`src/serial_port_pkg.sv`:
```
// Constants, register layouts and shared functions of the asynchronous serial port.
package serial_port_pkg;

  localparam logic [15:0] ADDR_DATA   = 16'hFF18;
  localparam logic [15:0] ADDR_MODE   = 16'hFF70;
  localparam logic [15:0] ADDR_STATUS = 16'hFF71;
  localparam logic [15:0] ADDR_BAUD   = 16'hFF72;

  localparam logic [7:0] MODE_RESET   = 8'h00;
  localparam logic [7:0] BAUD_RESET   = 8'h00;
  localparam logic [2:0] STATUS_RESET = 3'h0;
  localparam logic [7:0] RXBUF_RESET  = 8'hFF;

  localparam logic [1:0] PAR_NONE = 2'h0;
  localparam logic [1:0] PAR_ZERO = 2'h1;
  localparam logic [1:0] PAR_ODD  = 2'h2;
  localparam logic [1:0] PAR_EVEN = 2'h3;

  localparam logic [4:0] BAUD_BASE_DIV = 5'h10;
  localparam int         PRESC_EXP_MIN = 2;
  localparam logic [3:0] MDL_PROHIBIT  = 4'hF;
  localparam logic [3:0] MDL_MAX       = 4'hE;
  localparam int         FIFO_WIDTH    = 8;
  localparam int         FIFO_DEPTH    = 16;

  typedef struct packed {
    logic       tx_enable_bit;
    logic       rx_enable_bit;
    logic [1:0] parity_sel;
    logic       char_length_bit;
    logic       stop_length_bit;
    logic       err_irq_mask_bit;
    logic       fixed_zero;
  } serial_mode_t;

  typedef struct packed {
    logic       fixed_zero;
    logic [2:0] src_sel;
    logic [3:0] div_sel;
  } baud_ctrl_t;

  typedef struct packed {
    logic parity_error_flag;
    logic framing_error_flag;
    logic overrun_error_flag;
  } rx_status_t;

  // Parity over the active data bits; the fixed-zero mode always yields zero.
  function automatic logic parity_calc(input logic [7:0] data, input serial_mode_t mode);
    logic [7:0] bits;
    bits = mode.char_length_bit ? data : {1'b0, data[6:0]};
    case (mode.parity_sel)
      PAR_ODD:  parity_calc = ~(^bits);
      PAR_EVEN: parity_calc = ^bits;
      default:  parity_calc = 1'b0;
    endcase
  endfunction : parity_calc

endpackage : serial_port_pkg

```
`src/tx_fifo.sv`:
```
// Parameterised first-in first-out buffer with valid and ready on both sides.
`timescale 1ns/10ps
`default_nettype none
module tx_fifo #(
  parameter int WIDTH = 8,
  parameter int DEPTH = 16
) (
  // Clock and reset
  input  wire logic             sys_clk_in,
  input  wire logic             rst_n_in,
  // Filling side
  input  wire logic             in_valid_in,
  output logic                  in_ready_out,
  input  wire logic [WIDTH-1:0] in_data_in,
  // Draining side
  output logic                  out_valid_out,
  input  wire logic             out_ready_in,
  output logic      [WIDTH-1:0] out_data_out
);
  localparam int PW = $clog2(DEPTH);

  logic [WIDTH-1:0] mem_q [DEPTH];
  logic [PW-1:0]    wr_ptr_q;
  logic [PW-1:0]    rd_ptr_q;
  logic [PW:0]      count_q;
  logic             push;
  logic             pop;

  assign push          = in_valid_in && in_ready_out;
  assign pop           = out_valid_out && out_ready_in;
  assign in_ready_out  = (count_q != (PW+1)'(DEPTH));
  assign out_valid_out = (count_q != '0);
  assign out_data_out  = mem_q[rd_ptr_q];

  always_ff @(posedge sys_clk_in) begin
    if (push) begin
      mem_q[wr_ptr_q] <= in_data_in;
    end
  end

  always_ff @(posedge sys_clk_in) begin
    if (!rst_n_in) begin
      wr_ptr_q <= '0;
      rd_ptr_q <= '0;
      count_q  <= '0;
    end else begin
      if (push) begin
        wr_ptr_q <= (wr_ptr_q == PW'(DEPTH - 1)) ? '0 : wr_ptr_q + PW'(1);
      end
      if (pop) begin
        rd_ptr_q <= (rd_ptr_q == PW'(DEPTH - 1)) ? '0 : rd_ptr_q + PW'(1);
      end
      count_q <= count_q + (PW+1)'(push) - (PW+1)'(pop);
    end
  end

  fifo_bound_a: assert property (@(posedge sys_clk_in) disable iff (!rst_n_in)
    count_q <= (PW+1)'(DEPTH))
    else $error("fifo count ran past its depth");

endmodule : tx_fifo
`default_nettype wire

```
`src/async_serial_port.sv`:
```
// Asynchronous serial port: register file, baud generator, transmitter and receiver.
`timescale 1ns/10ps
`default_nettype none
module async_serial_port (
  // Clock and reset
  input  wire logic        sys_clk_in,
  input  wire logic        rst_n_in,
  // CPU memory access
  input  wire logic [15:0] cpu_addr_in,
  input  wire logic        cpu_wr_in,
  input  wire logic        cpu_rd_in,
  input  wire logic [7:0]  cpu_wdata_in,
  output logic      [7:0]  cpu_rdata_out,
  output logic             cpu_tx_ready_out,
  // Serial pins
  input  wire logic        rxd_in,
  output logic             txd_out,
  output logic             tx_pin_serial_out,
  output logic             rx_pin_serial_out,
  // Completion pulses
  output logic             rx_done_irq_out,
  output logic             tx_done_irq_out
);
  import serial_port_pkg::*;

  typedef enum logic [4:0] {
    TX_IDLE  = 5'h01,
    TX_START = 5'h02,
    TX_DATA  = 5'h04,
    TX_PAR   = 5'h08,
    TX_STOP  = 5'h10
  } tx_state_t;

  typedef enum logic [4:0] {
    RX_IDLE  = 5'h01,
    RX_START = 5'h02,
    RX_DATA  = 5'h04,
    RX_PAR   = 5'h08,
    RX_STOP  = 5'h10
  } rx_state_t;

  serial_mode_t mode_q;
  baud_ctrl_t   baud_q;
  rx_status_t   status_q;
  logic [7:0]   rx_buffer_q;
  logic         unread_q;
  logic [7:0]   rdata_q;

  // Register access.
  logic wr_data;
  logic rd_data;
  assign wr_data = cpu_wr_in && (cpu_addr_in == ADDR_DATA);
  assign rd_data = cpu_rd_in && (cpu_addr_in == ADDR_DATA);

  always_ff @(posedge sys_clk_in) begin
    if (!rst_n_in) begin
      mode_q <= MODE_RESET;
      baud_q <= BAUD_RESET;
    end else if (cpu_wr_in) begin
      if (cpu_addr_in == ADDR_MODE) begin
        mode_q <= {cpu_wdata_in[7:1], 1'b0};
      end
      if (cpu_addr_in == ADDR_BAUD) begin
        baud_q <= {1'b0, cpu_wdata_in[6:0]};
      end
    end
  end

  // A read at the shared data address sees the receive buffer, never the transmit register.
  always_ff @(posedge sys_clk_in) begin
    if (!rst_n_in) begin
      rdata_q <= 8'h00;
    end else if (cpu_rd_in) begin
      case (cpu_addr_in)
        ADDR_DATA:   rdata_q <= rx_buffer_q;
        ADDR_MODE:   rdata_q <= mode_q;
        ADDR_STATUS: rdata_q <= {5'h00, status_q};
        ADDR_BAUD:   rdata_q <= baud_q;
        default:     rdata_q <= 8'h00;
      endcase
    end
  end

  // Baud generator.
  logic [8:0] presc_q;
  logic [8:0] presc_mask;
  logic       fsck_tick;
  logic [4:0] bit_div;
  logic [4:0] bit_half;
  assign presc_mask = 9'((10'h004 << baud_q.src_sel) - 10'h001);
  assign fsck_tick  = ((presc_q & presc_mask) == presc_mask);
  // The prohibited divider code is clamped to the slowest legal one instead of misbehaving.
  assign bit_div  = BAUD_BASE_DIV + ((baud_q.div_sel == MDL_PROHIBIT) ? {1'b0, MDL_MAX}
                                                                      : {1'b0, baud_q.div_sel});
  assign bit_half = {1'b0, bit_div[4:1]};

  always_ff @(posedge sys_clk_in) begin
    if (!rst_n_in) begin
      presc_q <= 9'h000;
    end else begin
      presc_q <= presc_q + 9'h001;
    end
  end

  // Transmit path: CPU writes queue in the buffer and the shifter drains it.
  logic       fifo_in_ready;
  logic       fifo_out_valid;
  logic       fifo_out_ready;
  logic [7:0] fifo_out_data;

  tx_fifo #(
    .WIDTH (FIFO_WIDTH),
    .DEPTH (FIFO_DEPTH)
  ) u_tx_fifo (
    .sys_clk_in    (sys_clk_in),
    .rst_n_in      (rst_n_in),
    .in_valid_in   (wr_data && mode_q.tx_enable_bit),
    .in_ready_out  (fifo_in_ready),
    .in_data_in    (cpu_wdata_in),
    .out_valid_out (fifo_out_valid),
    .out_ready_in  (fifo_out_ready),
    .out_data_out  (fifo_out_data)
  );

  tx_state_t  tx_st_q;
  logic [7:0] tx_shift_reg_q;
  logic [4:0] tx_cnt_q;
  logic [2:0] tx_bit_q;
  logic       tx_stop2_q;
  logic       tx_bit_end;
  logic       txd_q;
  logic       tx_done_q;

  assign fifo_out_ready = (tx_st_q == TX_IDLE) && mode_q.tx_enable_bit;
  assign tx_bit_end     = fsck_tick && (tx_cnt_q == bit_div - 5'h01);

  always_ff @(posedge sys_clk_in) begin
    if (!rst_n_in || tx_st_q == TX_IDLE) begin
      tx_cnt_q <= 5'h00;
    end else if (fsck_tick) begin
      tx_cnt_q <= tx_bit_end ? 5'h00 : tx_cnt_q + 5'h01;
    end
  end

  always_ff @(posedge sys_clk_in) begin
    if (!rst_n_in) begin
      tx_st_q        <= TX_IDLE;
      tx_shift_reg_q <= 8'h00;
      tx_bit_q       <= 3'h0;
      tx_stop2_q     <= 1'b0;
      tx_done_q      <= 1'b0;
    end else if (!mode_q.tx_enable_bit) begin
      tx_st_q   <= TX_IDLE;
      tx_done_q <= 1'b0;
    end else begin
      tx_done_q <= 1'b0;
      case (tx_st_q)
        TX_IDLE: begin
          if (fifo_out_valid) begin
            tx_shift_reg_q <= fifo_out_data;
            tx_bit_q       <= 3'h0;
            tx_st_q        <= TX_START;
          end
        end
        TX_START: begin
          if (tx_bit_end) begin
            tx_st_q <= TX_DATA;
          end
        end
        TX_DATA: begin
          if (tx_bit_end) begin
            tx_bit_q <= tx_bit_q + 3'h1;
            // Only bits 0 to 6 leave the pin for short characters.
            if (tx_bit_q == (mode_q.char_length_bit ? 3'h7 : 3'h6)) begin
              tx_st_q    <= (mode_q.parity_sel == PAR_NONE) ? TX_STOP : TX_PAR;
              tx_stop2_q <= mode_q.stop_length_bit;
            end
          end
        end
        TX_PAR: begin
          if (tx_bit_end) begin
            tx_st_q <= TX_STOP;
          end
        end
        TX_STOP: begin
          if (tx_bit_end) begin
            if (tx_stop2_q) begin
              tx_stop2_q <= 1'b0;
            end else begin
              tx_st_q   <= TX_IDLE;
              tx_done_q <= 1'b1;
            end
          end
        end
        default: tx_st_q <= TX_IDLE;
      endcase
    end
  end

  always_ff @(posedge sys_clk_in) begin
    if (!rst_n_in) begin
      txd_q <= 1'b1;
    end else begin
      case (tx_st_q)
        TX_START: txd_q <= 1'b0;
        TX_DATA:  txd_q <= tx_shift_reg_q[tx_bit_q];
        TX_PAR:   txd_q <= parity_calc(tx_shift_reg_q, mode_q);
        default:  txd_q <= 1'b1;
      endcase
    end
  end

  // Receive path; the pin is foreign to this clock and is synchronised first.
  logic       rx_s1_q;
  logic       rx_s2_q;
  logic       rx_prev_q;
  rx_state_t  rx_st_q;
  logic [7:0] rx_shift_reg_q;
  logic [4:0] rx_cnt_q;
  logic [2:0] rx_bit_q;
  logic       rx_par_err_q;
  logic       rx_sample;
  logic       rx_done;
  logic       rx_frame_err;
  logic       rx_err;
  logic       rx_irq_q;

  always_ff @(posedge sys_clk_in) begin
    if (!rst_n_in) begin
      rx_s1_q   <= 1'b1;
      rx_s2_q   <= 1'b1;
      rx_prev_q <= 1'b1;
    end else begin
      rx_s1_q   <= rxd_in;
      rx_s2_q   <= rx_s1_q;
      rx_prev_q <= rx_s2_q;
    end
  end

  assign rx_sample = fsck_tick && (rx_cnt_q == bit_half);

  always_ff @(posedge sys_clk_in) begin
    if (!rst_n_in || rx_st_q == RX_IDLE) begin
      rx_cnt_q <= 5'h00;
    end else if (fsck_tick) begin
      rx_cnt_q <= (rx_cnt_q == bit_div - 5'h01) ? 5'h00 : rx_cnt_q + 5'h01;
    end
  end

  // Only the first stop bit is examined, whatever the transmit stop length.
  assign rx_done      = (rx_st_q == RX_STOP) && rx_sample;
  assign rx_frame_err = !rx_s2_q;
  assign rx_err       = rx_par_err_q || rx_frame_err || unread_q;

  always_ff @(posedge sys_clk_in) begin
    if (!rst_n_in) begin
      rx_st_q        <= RX_IDLE;
      rx_shift_reg_q <= 8'h00;
      rx_bit_q       <= 3'h0;
      rx_par_err_q   <= 1'b0;
    end else if (!mode_q.rx_enable_bit) begin
      rx_st_q <= RX_IDLE;
    end else begin
      case (rx_st_q)
        RX_IDLE: begin
          if (rx_prev_q && !rx_s2_q) begin
            rx_st_q      <= RX_START;
            rx_bit_q     <= 3'h0;
            rx_par_err_q <= 1'b0;
          end
        end
        RX_START: begin
          if (rx_sample) begin
            rx_st_q <= rx_s2_q ? RX_IDLE : RX_DATA;
          end
        end
        RX_DATA: begin
          if (rx_sample) begin
            rx_shift_reg_q <= {rx_s2_q, rx_shift_reg_q[7:1]};
            rx_bit_q       <= rx_bit_q + 3'h1;
            if (rx_bit_q == (mode_q.char_length_bit ? 3'h7 : 3'h6)) begin
              rx_st_q <= (mode_q.parity_sel == PAR_NONE) ? RX_STOP : RX_PAR;
            end
          end
        end
        RX_PAR: begin
          if (rx_sample) begin
            rx_st_q <= RX_STOP;
            // The fixed-zero parity setting skips the check.
            rx_par_err_q <= mode_q.parity_sel[1] &&
                            (rx_s2_q != parity_calc(rx_buffer_next(), mode_q));
          end
        end
        RX_STOP: begin
          if (rx_sample) begin
            rx_st_q <= RX_IDLE;
          end
        end
        default: rx_st_q <= RX_IDLE;
      endcase
    end
  end

  // Aligns the shifted-in bits; short characters get a zero top bit.
  function automatic logic [7:0] rx_buffer_next();
    rx_buffer_next = mode_q.char_length_bit ? rx_shift_reg_q : {1'b0, rx_shift_reg_q[7:1]};
  endfunction : rx_buffer_next

  always_ff @(posedge sys_clk_in) begin
    if (!rst_n_in) begin
      rx_buffer_q <= RXBUF_RESET;
    end else if (rx_done) begin
      rx_buffer_q <= rx_buffer_next();
    end
  end

  // A completing character beats a same-cycle buffer read, so no overrun is lost.
  always_ff @(posedge sys_clk_in) begin
    if (!rst_n_in) begin
      status_q <= STATUS_RESET;
      unread_q <= 1'b0;
    end else begin
      if (rx_done) begin
        status_q.parity_error_flag  <= rx_par_err_q;
        status_q.framing_error_flag <= rx_frame_err;
        unread_q                    <= 1'b1;
      end else if (rd_data) begin
        unread_q <= 1'b0;
      end
      if (rx_done && unread_q) begin
        status_q.overrun_error_flag <= 1'b1;
      end else if (rd_data) begin
        status_q.overrun_error_flag <= 1'b0;
      end
    end
  end

  always_ff @(posedge sys_clk_in) begin
    if (!rst_n_in) begin
      rx_irq_q <= 1'b0;
    end else begin
      rx_irq_q <= rx_done && !(rx_err && mode_q.err_irq_mask_bit);
    end
  end

  // Output registers.
  always_ff @(posedge sys_clk_in) begin
    if (!rst_n_in) begin
      cpu_tx_ready_out  <= 1'b0;
      tx_pin_serial_out <= 1'b0;
      rx_pin_serial_out <= 1'b0;
    end else begin
      cpu_tx_ready_out  <= fifo_in_ready && mode_q.tx_enable_bit;
      tx_pin_serial_out <= mode_q.tx_enable_bit;
      rx_pin_serial_out <= mode_q.rx_enable_bit;
    end
  end

  assign cpu_rdata_out   = rdata_q;
  assign txd_out         = txd_q;
  assign rx_done_irq_out = rx_irq_q;
  assign tx_done_irq_out = tx_done_q;

  start_bit_low_a: assert property (@(posedge sys_clk_in) disable iff (!rst_n_in)
    $rose(tx_st_q == TX_START) |=> !txd_q)
    else $error("start bit not driven low");
  rxbuf_reset_a: assert property (@(posedge sys_clk_in) disable iff (!rst_n_in)
    $rose(rst_n_in) |-> (rx_buffer_q == RXBUF_RESET))
    else $error("receive buffer not all ones after reset");
  mode_reset_a: assert property (@(posedge sys_clk_in) disable iff (!rst_n_in)
    $rose(rst_n_in) |-> (mode_q == MODE_RESET) && !tx_pin_serial_out)
    else $error("mode register not cleared by reset");
  rx_msb_zero_a: assert property (@(posedge sys_clk_in) disable iff (!rst_n_in)
    (rx_done && !mode_q.char_length_bit) |=> !rx_buffer_q[7])
    else $error("short character left top bit set");
  shared_read_a: assert property (@(posedge sys_clk_in) disable iff (!rst_n_in)
    rd_data |=> (cpu_rdata_out == $past(rx_buffer_q)))
    else $error("data address read did not return receive buffer");
  overrun_hold_a: assert property (@(posedge sys_clk_in) disable iff (!rst_n_in)
    (status_q.overrun_error_flag && !rd_data) |=> status_q.overrun_error_flag)
    else $error("overrun flag dropped before buffer read");
  rx_irq_gate_a: assert property (@(posedge sys_clk_in) disable iff (!rst_n_in)
    rx_done |=> (rx_done_irq_out == !($past(rx_err) && mode_q.err_irq_mask_bit)))
    else $error("reception interrupt gating wrong");
  txd_idle_a: assert property (@(posedge sys_clk_in) disable iff (!rst_n_in)
    (tx_st_q == TX_IDLE) [*2] |-> txd_q)
    else $error("transmit pin not idle high");
  tx_done_a: assert property (@(posedge sys_clk_in) disable iff (!rst_n_in)
    tx_done_irq_out |-> (tx_st_q == TX_IDLE) && txd_q)
    else $error("transmit complete raised outside idle");

endmodule : async_serial_port
`default_nettype wire

```
`config.mk`:
```
export PLATFORM = sky130hd
export DESIGN_NAME = async_serial_port
export DESIGN_NICKNAME = d
export VERILOG_FILES = /design/src/serial_port_pkg.sv /design/src/tx_fifo.sv /design/src/async_serial_port.sv
export SDC_FILE = /design/constraint.sdc
export NUM_CORES = 1
export LEC_CHECK = 0
export BUFFER_PORTS_ARGS = -buffer_cell sky130_fd_sc_hd__buf_2
export CORE_MARGIN = 10
export CORE_UTILIZATION = 40
export DETAILED_ROUTE_END_ITERATION = 8
export SLEW_MARGIN = 5
export SYNTH_ARGS = -nofsm -noshare
export SYNTH_HDL_FRONTEND = slang
export SYNTH_SLANG_ARGS = --single-unit
```
`constraint.sdc`:
```
create_clock -name sys_clk_in -period 7.8 [get_ports sys_clk_in]
set_clock_uncertainty 0.05 [all_clocks]
set_input_delay 1.56 -clock sys_clk_in [delete_from_list [all_inputs] [get_ports sys_clk_in]]
set_output_delay 1.56 -clock sys_clk_in [all_outputs]
set_load 0.05 [all_outputs]
```
# Yosys cells after proc, flatten, opt, wreduce, memory -nomap -nowiden
# Memories as Yosys holds them, arrays and structs flattened. A register that Yosys moved wholly into a read port is not among the register bits.
# Index checks and enable logic that the tools add are counted.
dict set report classes {
  n_addsub 12
  n_lt_le_gt_ge 1
  n_eq_ne 40
  n_shift 1
  mux 55
  n_bitwise 3
  reduce_logical 46
}
# op count
set ops {}
lappend ops {{5-bit two-way mux} 16}
lappend ops {{16-bit equality test, second input constant} 4}
lappend ops {{5-bit case mux with 5 select lines} 2}
lappend ops {{8-bit case mux with 4 select lines} 1}
lappend ops {{8-bit two-way mux} 3}
lappend ops {{2-bit != test, second input constant} 11}
lappend ops {{1-bit two-way mux} 17}
lappend ops {{4-bit AND reduction} 4}
lappend ops {{8-bit parity} 2}
lappend ops {{1-bit logical AND} 15}
lappend ops {{3-bit two-way mux} 5}
lappend ops {{4-bit equality test, second input constant} 3}
lappend ops {{4-bit two-way mux} 3}
lappend ops {{3-bit case mux with 2 select lines} 2}
lappend ops {{2-bit nonzero test} 6}
lappend ops {{5-bit by 1-bit adder with 5-bit output, second input constant} 2}
lappend ops {{5-bit by 1-bit equality test with 1-bit output, second input constant} 2}
lappend ops {{5-bit by 2-bit equality test with 1-bit output, second input constant} 2}
lappend ops {{5-bit by 3-bit equality test with 1-bit output, second input constant} 2}
lappend ops {{5-bit by 4-bit equality test with 1-bit output, second input constant} 2}
lappend ops {{5-bit equality test} 2}
lappend ops {{5-bit equality test, second input constant} 2}
lappend ops {{9-bit by 1-bit adder with 9-bit output, second input constant} 1}
lappend ops {{9-bit AND} 1}
lappend ops {{29 further kinds} 48}
dict set report totals {
  ff_bits 101
  ramBits 128
  inputBits 29
  out_inout_bits 14
  elab_cells 195
  memories 1
}
# memory words word_bits rd rd_ports_with_merged_regs write_ports line_no
set memory_table {}
lappend memory_table {u_tx_fifo.mem_q 16 8 1 1 1 tx_fifo.sv:22} ;# logic [WIDTH-1:0] mem_q [DEPTH];

# Longest topological paths before layout
# Gate-level depths: netlist of the first run.
dict set report depth {
  ltp_word 13
  mapped_depth 15
  depth_no_buf 14
}

# Cells and area by module
# A second synthesis of the first run with hierarchy kept.
dict set report hier_totals {
  hier_cells 898
  hier_area_um2 10959.3
}
# mod n_inst cells_per_inst area_per_inst_um2 seq_area_each_um2
set by_module_without_submodules {}
lappend by_module_without_submodules {tx_fifo 1 311 5818.1 4184.0}
lappend by_module_without_submodules {async_serial_port 1 587 5141.2 1921.8}

# Worst setup path before layout of the first run
# Ideal clock, no wire load.
dict set report synth_path {
  path_kind {input to register}
  start {in cpu_addr_in[13]}
  end {mem u_tx_fifo.mem_q[3][0], enable pin}
  setup_time_ns 0.383
  t_arrival_ns 3.500
  required_time_ns 7.367
  setup_slack_ns 3.866
  cell_stages 7
  n_path_buf 1
  path_cell_list {nand4_1 > or3_1 > nor3_2 > and4_1 > buf_2 > nand2_1 > nor3_1}
}
dict set report synth_via {
  elab_chain_len 6
}
# element line_no
set synth_lines {}
lappend synth_lines {{start, declared} async_serial_port.sv:9} ;# input wire logic [15:0] cpu_addr_in,
lappend synth_lines {{16-bit equality test} async_serial_port.sv:52} ;# assign wr_data = cpu_wr_in && (cpu_addr_in == ADDR_DATA);
lappend synth_lines {{1-bit logical AND} async_serial_port.sv:52}
lappend synth_lines {{1-bit logical AND} async_serial_port.sv:117} ;# .in_valid_in (wr_data && mode_q.tx_enable_bit),
lappend synth_lines {{1-bit logical AND} tx_fifo.sv:29} ;# assign push = in_valid_in && in_ready_out;
lappend synth_lines {{net u_tx_fifo.push} tx_fifo.sv:26} ;# logic push;
lappend synth_lines {{1-bit two-way mux} tx_fifo.sv:36} ;# if (push) begin
lappend synth_lines {{1-bit two-way mux (implied by the code)} tx_fifo.sv:37} ;# mem_q[wr_ptr_q] <= in_data_in;
lappend synth_lines {{end, declared} tx_fifo.sv:22}
# The timed path passes the listed nets, and every way through them passes these cells.

# Worst setup path after layout of the first run
dict set report layout_path {
  start {in cpu_addr_in[13]}
  end {mem u_tx_fifo.mem_q[0][1], enable pin}
}
dict set report layout_via {
  elab_chain_len 6
}
# element line_no
set layout_lines {}
lappend layout_lines {{16-bit equality test} async_serial_port.sv:52}
lappend layout_lines {{1-bit logical AND} async_serial_port.sv:52}
lappend layout_lines {{1-bit logical AND} async_serial_port.sv:117}
lappend layout_lines {{1-bit logical AND} tx_fifo.sv:29}
lappend layout_lines {{1-bit two-way mux} tx_fifo.sv:36}
lappend layout_lines {{1-bit two-way mux (implied by the code)} tx_fifo.sv:37}
# No other way between the ends.

==> results of run 1 <==
[worst max-delay path, stage by stage]
cell and delay, ns:
buf_2 0.07, nand4_1 0.20, or3_1 0.42, nor3_2 0.33, and4_1 0.54, nand2_1 0.20, nor3_1 0.88
[synth_stat cells, types with 25 or more instances]
cell and count:
nand2_1 93, nor2_1 49, inv_1 30, dfxtp_1 109
clkbuf_1 36, mux2i_1 30, nand3_1 25, mux4_2 42
a21oi_1 28, xnor2_1 30, nor2b_1 31, edfxtp_1 128
[routing by layer]
layer	track usage, %	wire [µm]	vias up
met3	2.02	773	35
met2	22.0	11100	133
met1	18.8	11100	3314
li1	-	-	3330
met4	3.61	514	2
met5	0	7	-
[state kept, by name (all words and copies together), names as in the netlist, 4 cells and up]
name and count:
mode_q 7, u_tx_fifo.mem_q 128, tx_st_q 5, presc_q 9, rx_buffer_q 8, rx_cnt_q 5, tx_shift_reg_q 8, u_tx_fifo.count_q 5
tx_cnt_q 5, rx_shift_reg_q 8, cpu_rdata_out 8, baud_q 7, u_tx_fifo.wr_ptr_q 4, u_tx_fifo.rd_ptr_q 4, rx_st_q 5
[kinds of logic (layout without fill, tap and decap cells)]
| family | after synthesis | in the layout | synth area share, % |
|---|---|---|---|
| AOI/OAI and AO/OA | 143 | 143 | 9.13 |
| xor gates and xnor gates | 45 | 45 | 3.66 |
| adders and majority gates | 19 | 19 | 2.27 |
| buffers and inverters | 79 | 120 | 2.93 |
| DFF | 237 | 237 | 56.0 |
| muxes | 74 | 74 | 11.8 |
| and+or+nand+nor | 297 | 297 | 14.2 |
[path summary, 6_finish.rpt]
kind	endpoint	depth (start not counted)	slack (ns)	from
worst max-delay path	u_tx_fifo.mem_q[0][1]	7	3.66	cpu_addr_in[13]
worst max register to register	u_tx_fifo.count_q[4]	14	4.20	u_tx_fifo.count_q[3]
worst min-delay path	rx_s2_q	1	0.36	rx_s1_q
worst min register to register	rx_s2_q	1	0.36	rx_s1_q
[placed cells by master (no fill, tap or decap), types with 3 or more instances in the layout]
cell type	instances
o211ai_1	12
or3_1	11
nor2b_1	31
nand2_1	93
inv_1	30
and3_1	5
o21ai_0	24
ha_1	17
dfxtp_1	108
nor3_1	18
nand3_1	25
nor4_1	6
a22oi_1	6
buf_4	3
nand3b_1	4
a21oi_1	28
clkbuf_16	25
clkbuf_1	7
buf_2	42
o22ai_1	6
o21a_1	8
clkinv_2	5
edfxtp_1	128
and2_1	16
a21boi_0	22
nand2b_1	11
mux2i_1	30
a21o_1	7
nor4b_1	3
or4_1	4
nand4_1	6
xor2_1	15
a222oi_1	3
a31oi_1	4
nor3b_1	3
nor2_1	49
mux4_2	42
xnor2_1	30
[power by group]
group	leakage (nW)	total [mW]	internal (mW)	switching, mW
logic	1.60	0.0425	0.0129	0.0296
registers	2.03	1.32	1.31	0.00199
clock network	0.396	1.16	0.680	0.481
total	4.03	2.52	2.01	0.512
[through the flow]
step	hold slack (ns)	util, %
floorplan	0.336	-
global placement	0.355	42.6
detailed placement	0.351	42.6
CTS	0.366	45.7
global route	0.413	45.7
finish	0.360	45.7
[layout make-up]
class | instances | area (µm²)
Fill cell | 2405 | 14300
Clock buffer | 34 | 679
Inverter | 30 | 113
Tap cell | 335 | 419
Multi-Input combinational cell | 578 | 4410
Sequential cell | 237 | 6030
Clock inverter | 11 | 121
Timing Repair Buffer | 45 | 233
==> key figures, run 1 <==
Status
  • Outcome: finished, final reports clean

Clocking
  • CTS Hold Buffers Added: 0
  • Num CTS Buffers: 25
  • Root Driver: clkbuf_16
  • H-tree Lvls: 1
  • Clock Latency Late Sink: approximately 0.53 ns
  • CTS tree: built
  • Post-CTS setup buffers: 0
  • Clock sink count: 237
  • Clock buffer depth: 3
  • Clk slew on worst S/H paths: roughly 0.060 ns
  • PostCTS Resize Cnt: 0

Detailed routing
  • Routed vias: ~6800
  • Routed Wire Length: 23500 µm
  • Drt drc: 0
  • Antenna viol nets, final: 0
  • Average wire per cell in the routed design: about 18 µm
  • Via-per-instance ratio: 5.37
  • DR iter-0 viols: 529
  • TritonRoute pass-1 iters: 5

Synthesis
  • Prevailing post-synth register cell: edfxtp_1
  • Mapped Area: around 0.011 mm²
  • Post-synth EDFFs: 128
  • Cells after Synth: slightly below 900
  • Syn Nets: approximately 940
  • Distinct cells, synth: 70
  • Area leader, netlist: edfxtp_1
  • Top cells by area, synth: edfxtp_1 36%, dfxtp_1 20%, mux4_2 8.8%
  • Synth Area per Inst: 12.0 µm²
  • Synth top area share: 35.7%
  • Synth Register Bits: 237
  • Share of the yosys chip area belonging to registers: 56.0%
  • Ys Warns: 0
  • Async SR Flop Fraction: 0%

Power and ir drop
  • Final Power: 2.52 mW
  • Worst VDD drop: 0.000165 V
  • P_leak: around 4.0 nW
  • PwrDens: 210 mW/mm²

Die
  • Placeable Area: around 0.026 mm²
  • Top Ports: 43
  • Initial Util: 40.9%
  • Die X: 184 µm
  • Die Span Y: 184 µm
  • Row cnt: 59
  • Die area: between 0.03 and 0.04 mm²

Placement
  • Pre-CTS setup slack: slightly above 3 ns
  • Area after DPL: 0.0112 mm²
  • Placed Cells: 1225
  • Post-detail-place hpwl: 15700 µm
  • GPL Wtd Cong: 0.798
  • IO Port Bufs: 42

Timing
  • Unrepaired setup endpoints after global routing: false
  • Crit path time final: around 4.1 ns
  • Final Cycle Share: 53.1%
  • Final setup violation count: 0
  • Fin Setup TNS: 0 ns
  • Slew Limit Fails: 0
  • Final Hold Vio Count: 0
  • Worst-Margin Slew: around 1.1 ns
  • Worst setup margin: about 3.7 ns
  • Worst slew margin: 25.0%
  • Fmax achieved: 241 MHz

Global route
  • Vias in the first global route: between 6000 and 7000
  • Gr ovfl total: 0
  • Antenna violations before repair: 1
  • Largest net degree at the start of global routing: 87
  • First-pass GRT wire length: roughly 37000 µm
  • Tot GR Track Use: 13.7%

Worst setup path
  • Critical Path End Type: flip-flop
  • CP Launch Type: input port
  • Max FO, Critical Path: 8
  • Worst EP arrival: 4.23 ns
  • CP Data Required Time: 7.89 ns
  • CP Class: in -> reg

Cells and area
  • Nets@finish: 964
  • Share of layout cells above drive strength 1: between 10 and 15%
  • N_diodes: 0
  • Synth-to-layout area growth: 11.6%
  • Finished Cell Area: approximately 0.012 mm²
  • Fin cells: 1270

Run
  • Max cap viols: 0

Min path
  • Tightest Hold Check Type: reg -> reg
(Power assumes the default switching activity.)
==> inputs of run 2 (changes only) <==
ABC_AREA = 1   (was default)
clock period = 3.4 ns   (was 7.8 ns; I/O delays follow)
==> run 2 against run 1 <==
- count of clock-buffer cells in the layout rose by 6
- synthesized cell count increased by 34%
- non-clock buffer count is 21 higher
- largest cell class unchanged
- largest power group unchanged
==> key figures, run 2 <==
Detailed routing
  • Routed Wire Length: 26600 µm (was 23500 µm)
  • Average wire per cell in the routed design: 16.6 µm (was 18.5 µm)
  • Via-per-instance ratio: 5.21 (was 5.37)
  • TritonRoute pass-1 iters: 5 (unchanged)
  • Drt drc: 0 (unchanged)
  • Antenna viol nets, final: 0 (unchanged)
  • Routed vias: 8384 (was 6814)
  • DR iter-0 viols: 632 (was 529)

Worst setup path
  • Worst EP arrival: 3.09 ns (was 4.23 ns)
  • CP bufs+invs: 2 (was 1)
  • Crit-path cells: nor2_1 > nand4_1 > nor2_1 > inv_1 > nand3_1 > nor2_1 > ha_1 > inv_1 > ha_1 > fa_1 > nand2_1 > a21oi_1 > nor2_1 > o21ai_0 > a21oi_1 (was buf_2 > nand4_1 > or3_1 > nor3_2 > and4_1 > nand2_1 > nor3_1)
  • Critical path's slowest cell: fa_1 (was nor3_1)
  • Max FO, Critical Path: 3 (was 8)
  • Reg-to-Reg Start: tx_st_q[2] (was u_tx_fifo.count_q[3])
  • Delay-heaviest family, CP: adder cells (was simple AND/OR/NAND/NOR gates)
  • CP peak stage delay: 0.43 ns (was 0.88 ns)
  • Critical Path End Type: flip-flop (unchanged)
  • CP Class: reg -> reg (was in -> reg)
  • CP Data Required Time: 3.80 ns (was 7.89 ns)
  • Most frequent cell on the critical path: nor2_1
  • Critical path origin: tx_st_q[2] (was cpu_addr_in[13])
  • CP Launch Type: flip-flop (was input port)

Synthesis
  • Multiplexer area fraction after synthesis: 1.47% (was 11.8%)
  • Post-Synth Simple-Gate Area: 20.4% (was 14.2%)
  • Area share of fa/ha/maj cells after synthesis: 2.13% (was 2.27%)
  • Share of the yosys chip area belonging to registers: 55.1% (was 56.0%)
  • Synth Area per Inst: 9.12 µm² (was 12.0 µm²)
  • Cells after Synth: 1199 (was 894)
  • Top cells by area, synth: edfxtp_1 35%, dfxtp_1 20%, nand2_1 7.2% (was edfxtp_1 36%, dfxtp_1 20%, mux4_2 8.8%)
  • Mapped Area: 0.0109 mm² (was 0.0108 mm²)
  • Ys Warns: 0 (unchanged)
  • Post-synth EDFFs: 128 (unchanged)
  • Synth top area share: 35.2% (was 35.7%)
  • Distinct cells, synth: 47 (was 70)
  • Prevailing post-synth register cell: edfxtp_1 (unchanged)
  • Largest family of logic cells by synthesized area: simple AND/OR/NAND/NOR gates (unchanged)
  • XOR/XNOR share of the synthesized area: 1.59% (was 3.66%)
  • Count leader, synth: nand2_1 (was edfxtp_1)
  • Syn Nets: 1246 (was 941)
  • Area leader, netlist: edfxtp_1 (unchanged)
  • Most frequent cells after synthesis: 211 x nand2_1, 158 x nor2_1, 128 x edfxtp_1, 116 x inv_1, 109 x dfxtp_1 (was 128 x edfxtp_1, 109 x dfxtp_1, 93 x nand2_1, 49 x nor2_1, 42 x mux4_2)
  • Compound-gate portion of the synthesized area: 13.2% (was 9.13%)
  • Async SR Flop Fraction: 0% (unchanged)
  • Synth Register Bits: 237 (unchanged)

Power and ir drop
  • Net switching power: 1.20 mW (was 0.512 mW)
  • Worst VDD drop: 0.000332 V (was 0.000165 V)
  • PwrDens: 480 mW/mm² (was 210 mW/mm²)
  • Total internal power: 4.76 mW (was 2.01 mW)
  • Clk pwr share: 47.5% (was 46.1%)
  • Flop pwr share: 50.6% (was 52.3%)
  • Final Power: 5.96 mW (was 2.52 mW)
  • Switching share of power: 20.1% (was 20.3%)
  • Logic pwr share: 1.9% (was 1.7%)
  • P_leak: 4.58 nW (was 4.03 nW)

Clocking
  • Post-CTS setup buffers: 0 (unchanged)
  • Clk slew on worst S/H paths: 0.06 ns (about the same)
  • Root Driver: clkbuf_16 (unchanged)
  • H-tree Lvls: 1 (unchanged)
  • Clock buffer depth: 3 (unchanged)
  • Num CTS Buffers: 26 (was 25)
  • PostCTS Resize Cnt: 0 (unchanged)
  • CTS Hold Buffers Added: 0 (unchanged)
  • CTS tree: built (unchanged)
  • Clock Latency Late Sink: 0.53 ns (about the same)
  • Clock sink count: 237 (unchanged)

Min path
  • Hold Crit Start: rxd_in (was rx_s1_q)
  • Tightest Hold Check Type: in -> reg (was reg -> reg)

Die
  • Initial Util: 40.6% (was 40.9%)
  • Row cnt: 60 (was 59)
  • Die X: 185 µm (was 184 µm)
  • Die Span Y: 185 µm (was 184 µm)
  • Die area: 0.0343 mm² (was 0.0338 mm²)
  • Placeable Area: 0.0270 mm² (was 0.0263 mm²)
  • Top Ports: 43 (unchanged)

Global route
  • Largest net degree at the start of global routing: 50 (was 87)
  • Tot GR Track Use: 15.7% (was 13.7%)
  • Gr ovfl total: 0 (unchanged)
  • Antenna violations before repair: 0 (was 1)
  • Vias in the first global route: 8110 (was 6566)
  • First-pass GRT wire length: 43200 µm (was 37200 µm)

Timing
  • Fmax achieved: 372 MHz
  • Slew Limit Fails: 0 (unchanged)
  • Final Cycle Share: 79.1%
  • Final setup violation count: 0 (unchanged)
  • Final Hold Slack: 0.296 ns (was 0.360 ns)
  • Worst slew margin: 35.6% (was 25.0%)
  • Unrepaired setup endpoints after global routing: false (unchanged)
  • Worst-Margin Slew: 0.964 ns (was 1.12 ns)
  • Crit path time final: 2.69 ns
  • Final Hold Vio Count: 0 (unchanged)
  • Fin Setup TNS: 0 ns (unchanged)

Placement
  • Placed Cells: 1561 (was 1225)
  • Post-detail-place hpwl: 18500 µm (was 15700 µm)
  • GPL Wtd Cong: 0.888 (was 0.798)
  • IO Port Bufs: 42 (unchanged)

Cells and area
  • Commonest non-fill, non-tap cell in the layout: nand2_1 (was edfxtp_1)
  • Synth-to-layout area growth: 13.6% (was 11.6%)
  • Nets@finish: 1295 (was 964)
  • Max FFs per register: 128 (unchanged)
  • Fin util: 46.1% (was 45.7%)
  • Fin cells: 1608 (was 1270)
  • Largest regs: u_tx_fifo.mem_q x128, presc_q x9 (unchanged)
  • Commonest non-fill, non-tap cells in the layout: 211 x nand2_1, 158 x nor2_1, 128 x edfxtp_1 (was 128 x edfxtp_1, 108 x dfxtp_1, 93 x nand2_1)
  • Register bank with the most flops: u_tx_fifo.mem_q (unchanged)
  • Share of layout cells above drive strength 1: 11.8% (was 14.8%)
  • N_diodes: 0 (unchanged)

Run
  • Max cap viols: 0 (unchanged)

Status
  • Outcome: finished, final reports clean (unchanged)
run 2: metrics by stage:
step                      setup WS (ns)  instance area (µm²)
after CTS                         0.727                12400
after global placement            0.642                11500
after floorplan                   0.730                10900
final                             0.710                12400
after detailed placement          0.566                11500
after global routing              0.490                12400
run 2: final cells by class:
class	instances	area (µm²)
Sequential cell	237	6030
Inverter	124	465
Multi-Input combinational cell	793	4240
Clock inverter	7	100
Clock buffer	40	774
Tap cell	341	427
Timing Repair Buffer	66	390
Fill cell	2550	14500
run 2: power by group through the flow:
stage                     clock [mW]  sequential [mW]  combinational, mW
after floorplan                    0             3.08             0.0461
after CTS                       2.89             3.02              0.115
after global placement             0             3.08              0.113
final                           2.83             3.02              0.113
after global routing            3.01             3.02              0.126
after detailed placement           0             3.08              0.114
run 2: path summary, 6_finish.rpt:
path | cells after the start | to | slack (ns)
hold / removal | 2 | rx_s1_q | 0.30
hold reg to reg | 1 | rx_s2_q | 0.38
setup / recovery | 15 | u_tx_fifo.count_q[4] | 0.71
setup reg to reg | 15 | u_tx_fifo.count_q[4] | 0.71
run 2: logic make-up (layout without fill, tap and decap cells):
family                   after synthesis  after routing
flip-flops                           237            237
multiplexers                          16             16
AND/OR/NAND/NOR                      500            500
XOR/XNOR                              19             19
AO/OA/AOI/OAI                        240            240
adder cells (fa/ha/maj)               18             18
buffers and inverters                169            237
run 2: metal layers:
layer	wire (µm)	GRT usage, %
met1	12600	21.4
met2	11900	24.5
met3	1420	3.08
met4	703	5.20
met5	0	0
run 2: worst register-to-register path, stage by stage, from the launching register on:
cell and delay (ns):
dfxtp_1 0.33, nor2_1 0.19, nand4_1 0.18, nor2_1 0.16, inv_1 0.07, nand3_1 0.09
nor2_1 0.08, ha_1 0.29, inv_1 0.04, ha_1 0.21, fa_1 0.43, nand2_1 0.08
a21oi_1 0.06, nor2_1 0.12, o21ai_0 0.09, a21oi_1 0.14
